File: src/rtl/flash_seq_defs.vh
// constants for the flash program/erase host sequencer
`ifndef FLASH_SEQ_DEFS_VH
`define FLASH_SEQ_DEFS_VH
// apb register byte offsets
`define REG_CTRL 12'h000
`define REG_ADDR 12'h004
`define REG_DATA 12'h008
`define REG_STAT 12'h00c
`define REG_RDAT 12'h010
// flash command codes
`define CMD_READ_ARRAY 8'hff
`define CMD_ERASE_SETUP 8'h20
`define CMD_CONFIRM 8'hd0
`define CMD_PROG_SETUP 8'h40
`define CMD_SUSPEND 8'hb0
`define CMD_READ_STATUS 8'h70
`define CMD_CLEAR_STATUS 8'h50
`define CMD_PROT_SETUP 8'hc0
// operation codes in ctrl[3:0]
`define OP_PROGRAM 4'h1
`define OP_ERASE 4'h2
`define OP_SUSPEND 4'h3
`define OP_RESUME 4'h4
`define OP_READ_ARRAY 4'h5
`define OP_CLEAR 4'h6
`define OP_PROT 4'h7
`define OP_READ_STATUS 4'h8
`define OP_READ_WORD 4'h9
// status word bit positions
`define ST_LOCK 1
`define ST_PSUS 2
`define ST_SUPPLY 3
`define ST_PERR 4
`define ST_EERR 5
`define ST_ESUS 6
`define ST_READY 7
// bus strobe timing: ns per phase and cycles (least time, round up)
`define STROBE_NS 70
`define CLK_NS 10
`define STROBE_CYC ((`STROBE_NS + `CLK_NS - 1) / `CLK_NS)
`endif

File: src/rtl/flash_bus_cycle.v
// one asynchronous flash bus cycle: write or read with cs/oe/we strobes
`timescale 1ns/1ps
`include "flash_seq_defs.vh"
module flash_bus_cycle (
  input wire pclk,
  input wire presetn,
  input wire start,
  input wire is_write,
  input wire [19:0] addr,
  input wire [15:0] wdata,
  input wire [15:0] dq_i,
  output reg done,
  output reg [15:0] rdata,
  output reg [19:0] fa,
  output reg [15:0] dq_o,
  output reg dq_oe,
  output reg ce_n,
  output reg oe_n,
  output reg we_n
);
  localparam S_IDLE = 2'd0;
  localparam S_STROBE = 2'd1;
  localparam S_GAP = 2'd2;
  // strobe hold in cycles: least access time plus three sync stages
  localparam [7:0] HOLD_CYC = `STROBE_CYC + 3;
  localparam [7:0] GAP_CYC = `STROBE_CYC;
  reg [1:0] state_reg;
  reg [7:0] cnt_reg;
  reg wr_reg;
  reg [15:0] s1_reg, s2_reg, s3_reg;
  // pin data passes three flops; used once stage two and three agree
  always @(posedge pclk or negedge presetn) begin
    if (!presetn) begin
      s1_reg <= 16'h0000;
      s2_reg <= 16'h0000;
      s3_reg <= 16'h0000;
    end else begin
      s1_reg <= dq_i;
      s2_reg <= s1_reg;
      s3_reg <= s2_reg;
    end
  end
  always @(posedge pclk or negedge presetn) begin
    if (!presetn) begin
      state_reg <= S_IDLE;
      cnt_reg <= 8'h00;
      wr_reg <= 1'b0;
      done <= 1'b0;
      rdata <= 16'h0000;
      fa <= 20'h00000;
      dq_o <= 16'h0000;
      dq_oe <= 1'b0;
      ce_n <= 1'b1;
      oe_n <= 1'b1;
      we_n <= 1'b1;
    end else begin
      done <= 1'b0;
      case (state_reg)
        S_IDLE: begin
          if (start) begin
            fa <= addr;
            dq_o <= wdata;
            dq_oe <= is_write;
            wr_reg <= is_write;
            ce_n <= 1'b0;
            oe_n <= is_write;
            we_n <= ~is_write;
            cnt_reg <= 8'h00;
            state_reg <= S_STROBE;
          end
        end
        S_STROBE: begin
          cnt_reg <= cnt_reg + 8'h01;
          // strobe held the least access time plus sync latency, for writes as for reads
          if (cnt_reg >= HOLD_CYC && (wr_reg || s2_reg == s3_reg)) begin
            if (!wr_reg)
              rdata <= s3_reg;
            ce_n <= 1'b1; // toggling ce between reads refreshes status
            oe_n <= 1'b1;
            we_n <= 1'b1;
            cnt_reg <= 8'h00;
            state_reg <= S_GAP;
          end
        end
        S_GAP: begin
          cnt_reg <= cnt_reg + 8'h01;
          if (cnt_reg == GAP_CYC) begin
            dq_oe <= 1'b0;
            done <= 1'b1;
            state_reg <= S_IDLE;
          end
        end
        default: state_reg <= S_IDLE;
      endcase
    end
  end
endmodule // flash_bus_cycle

File: src/rtl/flash_seq_host.v
// host sequencer issuing flash program/erase/suspend command cycles from apb
// Rules of the document this block is written against
// program is setup 40 then data, same address
// toggle chip select between status reads
// ready flag bit 7 means machine idle
// write read-array FF after last operation; host writes FF only when ctrl requests OP_READ_ARRAY or an unassigned op code, not by itself
// program error flag bit 4 reported
// lock abort flag bit 1 reported
// lock,supply,program flags encode program outcome
// supply error blocks programs until cleared
// lock or supply error blocks erases
// error flags cleared only by clear command
// invalid sequence sets program and erase errors
// erase failure sets erase error only
// erase is setup 20 then confirm D0
// program suspended flag shows halted program
// erase suspended flag shows halted erase
// program suspend allows read array, resume D0
// erase suspend allows reads, programs elsewhere
// status, suspend, resume at any address
// protection program is C0 then data
// out-of-range protection address flagged error
// error flags accumulate across a series
// status only on low eight data lines
// after suspend poll ready, bounded wait
`timescale 1ns/1ps
`include "flash_seq_defs.vh"
module flash_seq_host (
  input wire pclk,
  input wire presetn,
  input wire psel,
  input wire penable,
  input wire pwrite,
  input wire [11:0] paddr,
  input wire [31:0] pwdata,
  output reg [31:0] prdata,
  output reg pready,
  output reg pslverr,
  input wire [15:0] dq_i,
  output wire [19:0] fa,
  output wire [15:0] dq_o,
  output wire dq_oe,
  output wire ce_n,
  output wire oe_n,
  output wire we_n,
  output reg busy
);
  localparam P_IDLE = 3'd0;
  localparam P_FIRST = 3'd1;
  localparam P_SECOND = 3'd2;
  localparam P_POLL_CMD = 3'd3;
  localparam P_POLL = 3'd4;
  localparam P_READ = 3'd5;
  reg [2:0] state_reg;
  reg [3:0] op_reg;
  reg poll_reg;
  reg [19:0] addr_reg;
  reg [15:0] data_reg;
  reg [7:0] status_reg;
  reg [15:0] rword_reg;
  reg refused_reg;
  reg cyc_start;
  reg cyc_write;
  reg [19:0] cyc_addr;
  reg [15:0] cyc_wdata;
  wire cyc_done;
  wire [15:0] cyc_rdata;
  flash_bus_cycle u_cyc (
    .pclk(pclk),
    .presetn(presetn),
    .start(cyc_start),
    .is_write(cyc_write),
    .addr(cyc_addr),
    .wdata(cyc_wdata),
    .dq_i(dq_i),
    .done(cyc_done),
    .rdata(cyc_rdata),
    .fa(fa),
    .dq_o(dq_o),
    .dq_oe(dq_oe),
    .ce_n(ce_n),
    .oe_n(oe_n),
    .we_n(we_n)
  );
  // first command code of an operation; 8-bit codes ride the low lines
  function [15:0] first_code;
    input [3:0] op;
    begin
      case (op)
        `OP_PROGRAM: first_code = {8'h00, `CMD_PROG_SETUP};
        `OP_ERASE: first_code = {8'h00, `CMD_ERASE_SETUP};
        `OP_SUSPEND: first_code = {8'h00, `CMD_SUSPEND};
        `OP_RESUME: first_code = {8'h00, `CMD_CONFIRM};
        `OP_CLEAR: first_code = {8'h00, `CMD_CLEAR_STATUS};
        `OP_PROT: first_code = {8'h00, `CMD_PROT_SETUP};
        `OP_READ_STATUS: first_code = {8'h00, `CMD_READ_STATUS};
        default: first_code = {8'h00, `CMD_READ_ARRAY};
      endcase
    end
  endfunction
  // host-side refusal mirrors the device's lockouts on the last seen status
  function refuse;
    input [3:0] op;
    input [7:0] st;
    begin
      case (op)
        `OP_PROGRAM: refuse = st[`ST_SUPPLY];
        `OP_ERASE: refuse = st[`ST_SUPPLY] | st[`ST_LOCK];
        default: refuse = 1'b0;
      endcase
    end
  endfunction
  wire two_cycle = (op_reg == `OP_PROGRAM) || (op_reg == `OP_ERASE) || (op_reg == `OP_PROT);
  wire first_busy = cyc_start || state_reg != P_IDLE;
  always @(posedge pclk or negedge presetn) begin
    if (!presetn) begin
      state_reg <= P_IDLE;
      op_reg <= 4'h0;
      poll_reg <= 1'b0;
      addr_reg <= 20'h00000;
      data_reg <= 16'h0000;
      status_reg <= 8'h80;
      rword_reg <= 16'h0000;
      refused_reg <= 1'b0;
      cyc_start <= 1'b0;
      cyc_write <= 1'b0;
      cyc_addr <= 20'h00000;
      cyc_wdata <= 16'h0000;
      prdata <= 32'h00000000;
      pready <= 1'b0;
      pslverr <= 1'b0;
      busy <= 1'b0;
    end else begin
      cyc_start <= 1'b0;
      pready <= 1'b0;
      pslverr <= 1'b0;
      if (psel && !penable) begin
        // answer one cycle after setup: access phase lasts exactly one cycle
        pready <= 1'b1;
        prdata <= 32'h00000000;
        if (pwrite) begin
          case (paddr)
            `REG_ADDR: addr_reg <= pwdata[19:0];
            `REG_DATA: data_reg <= pwdata[15:0];
            `REG_CTRL: begin
              if (first_busy)
                pslverr <= 1'b1;
              else if (refuse(pwdata[3:0], status_reg))
                refused_reg <= 1'b1;
              else begin
                op_reg <= pwdata[3:0];
                poll_reg <= pwdata[4];
                refused_reg <= 1'b0;
                cyc_start <= 1'b1;
                cyc_write <= (pwdata[3:0] != `OP_READ_WORD);
                cyc_wdata <= first_code(pwdata[3:0]);
                cyc_addr <= addr_reg; // any address is fine for one-cycle codes
                state_reg <= P_FIRST;
                busy <= 1'b1;
              end
            end
            default: pslverr <= 1'b1;
          endcase
        end else begin
          case (paddr)
            `REG_ADDR: prdata <= {12'h000, addr_reg};
            `REG_DATA: prdata <= {16'h0000, data_reg};
            `REG_CTRL: prdata <= {27'h0, poll_reg, op_reg};
            `REG_STAT: prdata <= {22'h0, refused_reg, busy, status_reg};
            `REG_RDAT: prdata <= {16'h0000, rword_reg};
            default: pslverr <= 1'b1;
          endcase
        end
      end
      case (state_reg)
        P_IDLE: ;
        P_FIRST: begin
          if (cyc_done) begin
            if (op_reg == `OP_READ_WORD) begin
              rword_reg <= cyc_rdata;
              state_reg <= P_IDLE;
              busy <= 1'b0;
            end else if (two_cycle) begin
              cyc_start <= 1'b1;
              cyc_write <= 1'b1;
              cyc_addr <= addr_reg; // same word / sector / protection location
              cyc_wdata <= (op_reg == `OP_ERASE) ? {8'h00, `CMD_CONFIRM} : data_reg;
              state_reg <= P_SECOND;
            end else if (op_reg == `OP_READ_STATUS || op_reg == `OP_SUSPEND
                         || (poll_reg && op_reg == `OP_RESUME)) begin
              cyc_start <= 1'b1;
              cyc_write <= 1'b0;
              state_reg <= P_POLL; // suspend takes a bounded time; poll ready
            end else begin
              state_reg <= P_IDLE;
              busy <= 1'b0;
            end
          end
        end
        P_SECOND: begin
          if (cyc_done) begin
            if (poll_reg) begin
              cyc_start <= 1'b1;
              cyc_write <= 1'b0;
              state_reg <= P_POLL;
            end else begin
              state_reg <= P_IDLE;
              busy <= 1'b0;
            end
          end
        end
        P_POLL: begin
          if (cyc_done) begin
            // device flags are sticky, so the latest word holds a whole series
            status_reg <= cyc_rdata[7:0];
            if (cyc_rdata[`ST_READY]) begin
              state_reg <= P_IDLE;
              busy <= 1'b0;
            end else begin
              cyc_start <= 1'b1; // each read is a new ce strobe
              cyc_write <= 1'b0;
            end
          end
        end
        default: state_reg <= P_IDLE;
      endcase
      // a clear command drops the cached error flags as the device does
      if (state_reg == P_FIRST && cyc_done && op_reg == `OP_CLEAR)
        status_reg <= status_reg & 8'hc4;
    end
  end
endmodule // flash_seq_host

File: config.mk
export PLATFORM = sky130hd
export DESIGN_NAME = flash_seq_host
export DESIGN_NICKNAME = d
export VERILOG_FILES = /design/src/rtl/flash_bus_cycle.v /design/src/rtl/flash_seq_host.v
export VERILOG_INCLUDE_DIRS = /design/src /design/src/rtl
export SDC_FILE = /design/constraint.sdc
export NUM_CORES = 1
export LEC_CHECK = 0
export ABC_CLOCK_PERIOD_IN_PS = 3000
export BUFFER_PORTS_ARGS = -buffer_cell sky130_fd_sc_hd__buf_2
export CAP_MARGIN = 20
export CORE_AREA = 2 2 148 150
export CTS_CLUSTER_DIAMETER = 40
export DETAILED_ROUTE_END_ITERATION = 16
export DIE_AREA = 0 0 150 152
export PLACE_DENSITY = 0.8
export SKIP_LAST_GASP = 1
export SLEW_MARGIN = 0
export SYNTH_ARGS = -nofsm -noshare
export SYNTH_HDL_FRONTEND = slang
export SYNTH_HIERARCHICAL = 1
export SYNTH_SLANG_ARGS = --single-unit
File: constraint.sdc
create_clock -name pclk -period 3 [get_ports pclk]
set_input_delay 0.15 -clock pclk [delete_from_list [all_inputs] [get_ports pclk]]
set_output_delay 0.15 -clock pclk [all_outputs]
set_load 0.1 [all_outputs]
==> impl_metrics.json, run 1 <==
{
  "status": "finished clean",
  "hold_viol_final": 0,
  "die_area_mm2": 0.0228,
  "cpMaxStageDelayCell": "or3b_1",
  "hpwlAfterDp_mm": 15.5,
  "finalInstanceArea_mm2": 0.0126,
  "cts_tree": "done",
  "clock_skew_ps": 17.1,
  "io_pins": 140,
  "ys_seq_area_share_pct": 59.2,
  "drc": 0,
  "drive_gt1_share_pct": 33.3,
  "drtPass1Iterations": 4,
  "fin_tns_setup_ps": 0,
  "min_path_type": "input port to flop",
  "max-clock-path-buffers": 3,
  "cp_max_fo": 16,
  "ant_nets": 0,
  "synthCells": 814,
  "core_mm2": 0.0214,
  "synth_edf_count": 0,
  "yosysWarnings": 6,
  "clk_pin_slew_ps": 60,
  "place.gp.congestion": 0.887,
  "slew_headroom_pct": 44.1,
  "layout_common_cells": "dfrtp_1 (242), buf_2 (114), mux2_2 (99), nand2_1 (67), o21ai_0 (43)",
  "drt_iter0_drc": 387,
  "syn_area_mm2": 0.0104,
  "crit_chain": "xor2_1 -> nor4_4 -> nand4_2 -> or3b_1 -> mux2_1",
  "wl_per_cell_um": 17.8,
  "io_buffer_count": 115,
  "htreeDepth": 1,
  "postRouteWirelength_mm": 22.6,
  "clock_latency_ps": 540,
  "grt_usage_pct": 19.9,
  "instances_no_fill": 1267,
  "fin_nets": 1038,
  "end_kind": "flop",
  "worst_pin_slew_ps": 838,
  "fill_cells": 1665,
  "dpl.cell_count": 1183,
  "dp_slack_ps": 441,
  "final_common_cell": "dfrtp_1",
  "fp.dieW_um": 150,
  "grt_max_degree": 94,
  "die_h_um": 152,
  "period_share_pct": 84.5,
  "ctsResizeCount": 0,
  "path_class": "flop to flop",
  "grt_pass1_wl_mm": 36.7,
  "postSynthAreaPerCell_um2": 12.8,
  "fmax_mhz": 394,
  "ys_ff_latch": 246,
  "vias": 6937,
  "n_antenna_cell": 0,
  "grt_overflow": 0,
  "grt_pass1_vias": 7094,
  "syn2layout_area_growth_pct": 21.0,
  "placement.cell_area_mm2": 0.0113,
  "setup_ws_ps": 465,
  "root_buffer": "clkbuf_16",
  "cp_data_arrival_time_ps": 2940,
  "p_per_area_mw_per_mm2": 610,
  "ir_drop_uv": 261,
  "ys_types": 67,
  "post-route-min-period_ps": 2530,
  "max_stage_delay_ps": 780,
  "critPathLaunchType": "flop",
  "power_leakage_nw": 6.00,
  "rows": 54,
  "start_util_pct": 48.7,
  "critical_path_required_ps": 3400,
  "synthArstFlopShare_pct": 100,
  "avgViaCountPerCell": 5.48,
  "cts_buffers": 28,
  "setup_viol": 0,
  "antenna_found_initial": 0,
  "post_cts_buffers": 0,
  "drv_slew": 0,
  "synth-main-ff-cell": "dfrtp_1",
  "maxCapViolCount": 0,
  "clkSinkCount": 246,
  "rsz0062_at_grt": "no"
}
-- per-layer routing --
| metal | routed length, µm | global-route usage (%) |
|---|---|---|
| met5 | 0 | 0 |
| met4 | 535 | 6.65 |
| met3 | 1390 | 3.51 |
| met2 | 11100 | 32.5 |
| met1 | 9580 | 27.1 |
-- Yosys cell counts (5+ instances only) --
library cell | count | area share (%)
a21oi_1 | 39 | 1.9
a22o_1 | 9 | 0.76
a22oi_1 | 6 | 0.43
a31oi_1 | 9 | 0.54
a32oi_1 | 5 | 0.42
and3_1 | 5 | 0.30
buf_2 | 6 | 0.29
buf_4 | 12 | 0.87
clkbuf_1 | 26 | 0.94
dfrtp_1 | 242 | 58
ha_1 | 5 | 0.60
inv_1 | 15 | 0.54
mux2_2 | 99 | 11
mux2_4 | 30 | 4.3
mux2i_1 | 6 | 0.58
nand2_1 | 68 | 2.5
nand2b_1 | 10 | 0.60
nand3_1 | 15 | 0.72
nor2_1 | 37 | 1.3
nor2b_1 | 11 | 0.66
nor3_1 | 7 | 0.34
nor4_1 | 5 | 0.30
nor4_4 | 6 | 1.2
o21ai_0 | 43 | 2.1
o22ai_1 | 9 | 0.54
o31ai_1 | 9 | 0.65
xnor2_1 | 5 | 0.42
xor2_1 | 18 | 1.5
-- final timing paths --
check                            startpoint              end  slack, ps  cells past startpoint
max                        u_cyc/s3_reg[15]   u_cyc/rdata[2]        470                      5
min                                  pwrite          pslverr         40                      3
max reg2reg                u_cyc/s3_reg[15]   u_cyc/rdata[2]        470                      5
min reg2reg                 u_cyc/s1_reg[5]  u_cyc/s2_reg[5]        340                      0
max in group asynchronous           presetn       u_cyc/ce_n       1900                      3
min in group asynchronous           presetn  u_cyc/s1_reg[2]        240                      2
-- through the flow --
stage          total power [W]  hold WS [ps]  utilization, %
2_1_floorplan          0.00395          -146               -
3_3_place_gp           0.00414           214            52.7
3_5_place_dp           0.00417           217            52.7
4_1_cts                0.00775          20.4            59.0
5_1_grt                0.00796          70.6            59.0
6_report               0.00768          38.2            59.0
-- critical path: cells and delay by family, from the launching register on --
| kind | cells | cell delay (ps) |
|---|---|---|
| AND/OR/NAND/NOR | 3 | 1380 |
| XOR/XNOR | 1 | 190 |
| multiplexers | 1 | 450 |
| flip-flops | 1 | 390 |
-- cells by family (layout without fill, tap and decap cells) --
group | Yosys count | after routing | share of synthesized area [%]
AO/OA/AOI/OAI | 150 | 150 | 9.01
XOR/XNOR | 23 | 23 | 1.94
adder cells (fa/ha/maj) | 5 | 5 | 0.601
buffers and inverters | 67 | 229 | 3.30
flip-flops | 246 | 246 | 59.2
multiplexers | 139 | 139 | 16.3
other | 1 | 12 | 0.0360
AND/OR/NAND/NOR | 183 | 183 | 9.63
-- timing repair --
item / CTS / global route
endpoints found under the setup margin: 0 / 0
hold endpoints to repair: 136 / 0
hold buffers: 35 / 0
-- where the power goes --
group | internal (W) | total (W) | leakage, nW | switching, W
clock | 0.00219 | 0.00353 | 0.485 | 0.00134
sequential | 0.00339 | 0.00344 | 3.13 | 0.0000491
combinational | 0.000204 | 0.000706 | 2.39 | 0.000501
-- layout make-up --
| cell class | count | area [µm²] | share of cell area (%) |
|---|---|---|---|
| Clock buffer | 34 | 773 | 6.14 |
| Clock inverter | 15 | 210 | 1.67 |
| Inverter | 15 | 56.3 | 0.447 |
| Multi-Input combinational cell | 512 | 3970 | 31.5 |
| Sequential cell | 246 | 6160 | 48.9 |
| Tap cell | 280 | 350 | 2.78 |
| Timing Repair Buffer | 165 | 1070 | 8.53 |
No activity file was read; power rests on OpenSTA's default activity.
==> run 2: changes to the inputs <==
--- a/config.mk
+++ b/config.mk
@@ -6,14 +6,14 @@
 export SDC_FILE = /design/constraint.sdc
 export NUM_CORES = 1
 export LEC_CHECK = 0
-export ABC_CLOCK_PERIOD_IN_PS = 3000
+export ABC_CLOCK_PERIOD_IN_PS = 2060
 export BUFFER_PORTS_ARGS = -buffer_cell sky130_fd_sc_hd__buf_2
 export CAP_MARGIN = 20
 export CORE_AREA = 2 2 148 150
 export CTS_CLUSTER_DIAMETER = 40
 export DETAILED_ROUTE_END_ITERATION = 16
 export DIE_AREA = 0 0 150 152
-export PLACE_DENSITY = 0.8
+export PLACE_DENSITY = 0.82
 export SKIP_LAST_GASP = 1
 export SLEW_MARGIN = 0
 export SYNTH_ARGS = -nofsm -noshare
==> constraint.sdc (replaced) <==
create_clock -name pclk -period 2.06 [get_ports pclk]
set_input_delay 0.103 -clock pclk [delete_from_list [all_inputs] [get_ports pclk]]
set_output_delay 0.103 -clock pclk [all_outputs]
set_load 0.1 [all_outputs]
==> run 2 against run 1 <==
Compared with the run above: the run now ends with negative setup slack left; routed wire length grew 4.3%; total power increased by 45%; core utilization is 1.7 points higher; sequential power rose by 46%; setup slack worse by 480 ps; design area increased by 2.9%; clock power rose by 42%; cell count is 3.6% higher; sequential share of layout area is 1.4 points lower; critical endpoint is now cyc_addr[15].
==> impl_metrics.json, run 2 (same netlist as run 1, synthesis figures left out) <==
{
  "status": "finished, violations left",
  "violations": "negative setup slack",
  "root_buffer": "clkbuf_16",
  "fmax_mhz": 483,
  "grt_usage_pct": 20.7,
  "drv_slew": 0,
  "cp_max_fo": 5,
  "hpwlAfterDp_mm": 16.1,
  "max-clock-path-buffers": 3,
  "power_switching_w": 0.00284,
  "core_mm2": 0.0214,
  "path_class": "flop to flop",
  "critical_path_required_ps": 2470,
  "htreeDepth": 1,
  "drt_iter0_drc": 530,
  "clock_power_share_pct": 45.0,
  "critPathLaunchType": "flop",
  "finalInstanceArea_mm2": 0.0130,
  "regArea_mm2": 0.00616,
  "period_share_pct": 100,
  "fin_tns_setup_ps": -67.1,
  "start_util_pct": 48.7,
  "hold_ws_ps": 61.7,
  "die_h_um": 152,
  "clkSinkCount": 246,
  "p_seq_share_pct": 45.1,
  "setup_viol": 12,
  "ir_drop_uv": 608,
  "place.gp.congestion": 0.872,
  "cts_tree": "done",
  "drc": 0,
  "syn2layout_area_growth_pct": 24.5,
  "n_antenna_cell": 0,
  "slew_headroom_pct": 43.8,
  "comb_power_share_pct": 9.9,
  "drtPass1Iterations": 5,
  "final_common_cell": "dfrtp_1",
  "postRouteWirelength_mm": 23.6,
  "fill_cells": 1632,
  "power_leakage_nw": 6.21,
  "grt_max_degree": 89,
  "maxCapViolCount": 0,
  "rsz0062_at_grt": "yes",
  "antenna_found_initial": 0,
  "finalPower_w": 0.0111,
  "rows": 54,
  "multiInputGateArea_mm2": 0.00404,
  "min_path_type": "input port to flop",
  "end_kind": "flop",
  "grt_pass1_wl_mm": 37.9,
  "p_per_area_mw_per_mm2": 858,
  "drive_gt1_share_pct": 36.2,
  "io_pins": 140,
  "grt_pass1_vias": 7170,
  "worst_pin_slew_ps": 841,
  "setup_ws_ps": -10.1,
  "avgViaCountPerCell": 5.45,
  "fp.dieW_um": 150,
  "cp_data_arrival_time_ps": 2480,
  "p_int_w": 0.00828,
  "hold_viol_final": 0,
  "clock_skew_ps": 13.4,
  "p_sw_share_pct": 25.5,
  "post-route-min-period_ps": 2070,
  "grt_overflow": 0,
  "clk_pin_slew_ps": 60,
  "wl_per_cell_um": 18.0,
  "fin_nets": 1080,
  "placement.cell_area_mm2": 0.0115,
  "ant_nets": 0,
  "die_area_mm2": 0.0228,
  "io_buffer_count": 115,
  "layout_common_cells": "dfrtp_1 (242), buf_2 (114), mux2_2 (99), nand2_1 (67), buf_4 (47)",
  "clock_latency_ps": 530,
  "cts_buffers": 29,
  "vias": 7155
}
run 2: layout make-up:
cell class | count | share of cell area (%)
repair buffers | 203 | 10.7
clock inverters | 16 | 1.36
well taps | 280 | 2.70
inverters | 15 | 0.435
multi-input cells | 515 | 31.2
clock buffers | 37 | 6.06
flip-flops and latches | 246 | 47.5
run 2: power by group through the flow:
stage | combinational (W) | clock [W] | sequential, W
2_1_floorplan | 0.000622 | 0 | 0.00513
3_3_place_gp | 0.00100 | 0 | 0.00509
3_5_place_dp | 0.00103 | 0 | 0.00510
4_1_cts | 0.00109 | 0.00509 | 0.00501
5_1_grt | 0.00121 | 0.00530 | 0.00503
6_report | 0.00110 | 0.00501 | 0.00502
run 2: per-stage QoR:
step	setup slack (ps)	utilization (%)	std cells
after floorplan	-37.9	-	825
final	-10.1	60.7	1312
after global placement	-20.0	54.0	1216
after detailed placement	-88.8	54.0	1216
after CTS	-9.10	60.4	1310
after global routing	-87.2	60.7	1312
run 2: per-layer routing:
layer / part of all wire, % / global-route usage, % / wire length [µm]
met1: 42 / 27.7 / 9950
met2: 49 / 34.6 / 11500
met3: 6.0 / 3.48 / 1420
met4: 2.8 / 6.29 / 648
met5: 0 / 0 / 0
run 2: path summary, 6_finish.rpt:
kind,cells past startpoint,slack [ps],from,to
max,5,-10,state_reg[0],cyc_addr[15]
min,4,60,pwdata[2],op_reg[2]
max reg2reg,5,-10,state_reg[0],cyc_addr[15]
min reg2reg,0,350,u_cyc/s1_reg[7],u_cyc/s2_reg[7]
max in group asynchronous,3,1140,presetn,u_cyc/s2_reg[1]
min in group asynchronous,2,160,presetn,u_cyc/dq_o[6]
run 2: critical path, stage by stage, from the launching register on:
cell and delay [ps]:
dfrtp_1 390, or4_4 550, nor4_4 220, o311ai_4 210, and2_4 270, mux2_4 300
run 2: timing repair:
action | in CTS | in global routing
hold buffers | 36 | 0
buffers inserted | 2 | 2
endpoints found under the setup margin | 34 | 50
pin swaps | 6 | 4
gates cloned | 3 | 0
gates resized for setup | 5 | 6
hold endpoints to repair | 123 | 0
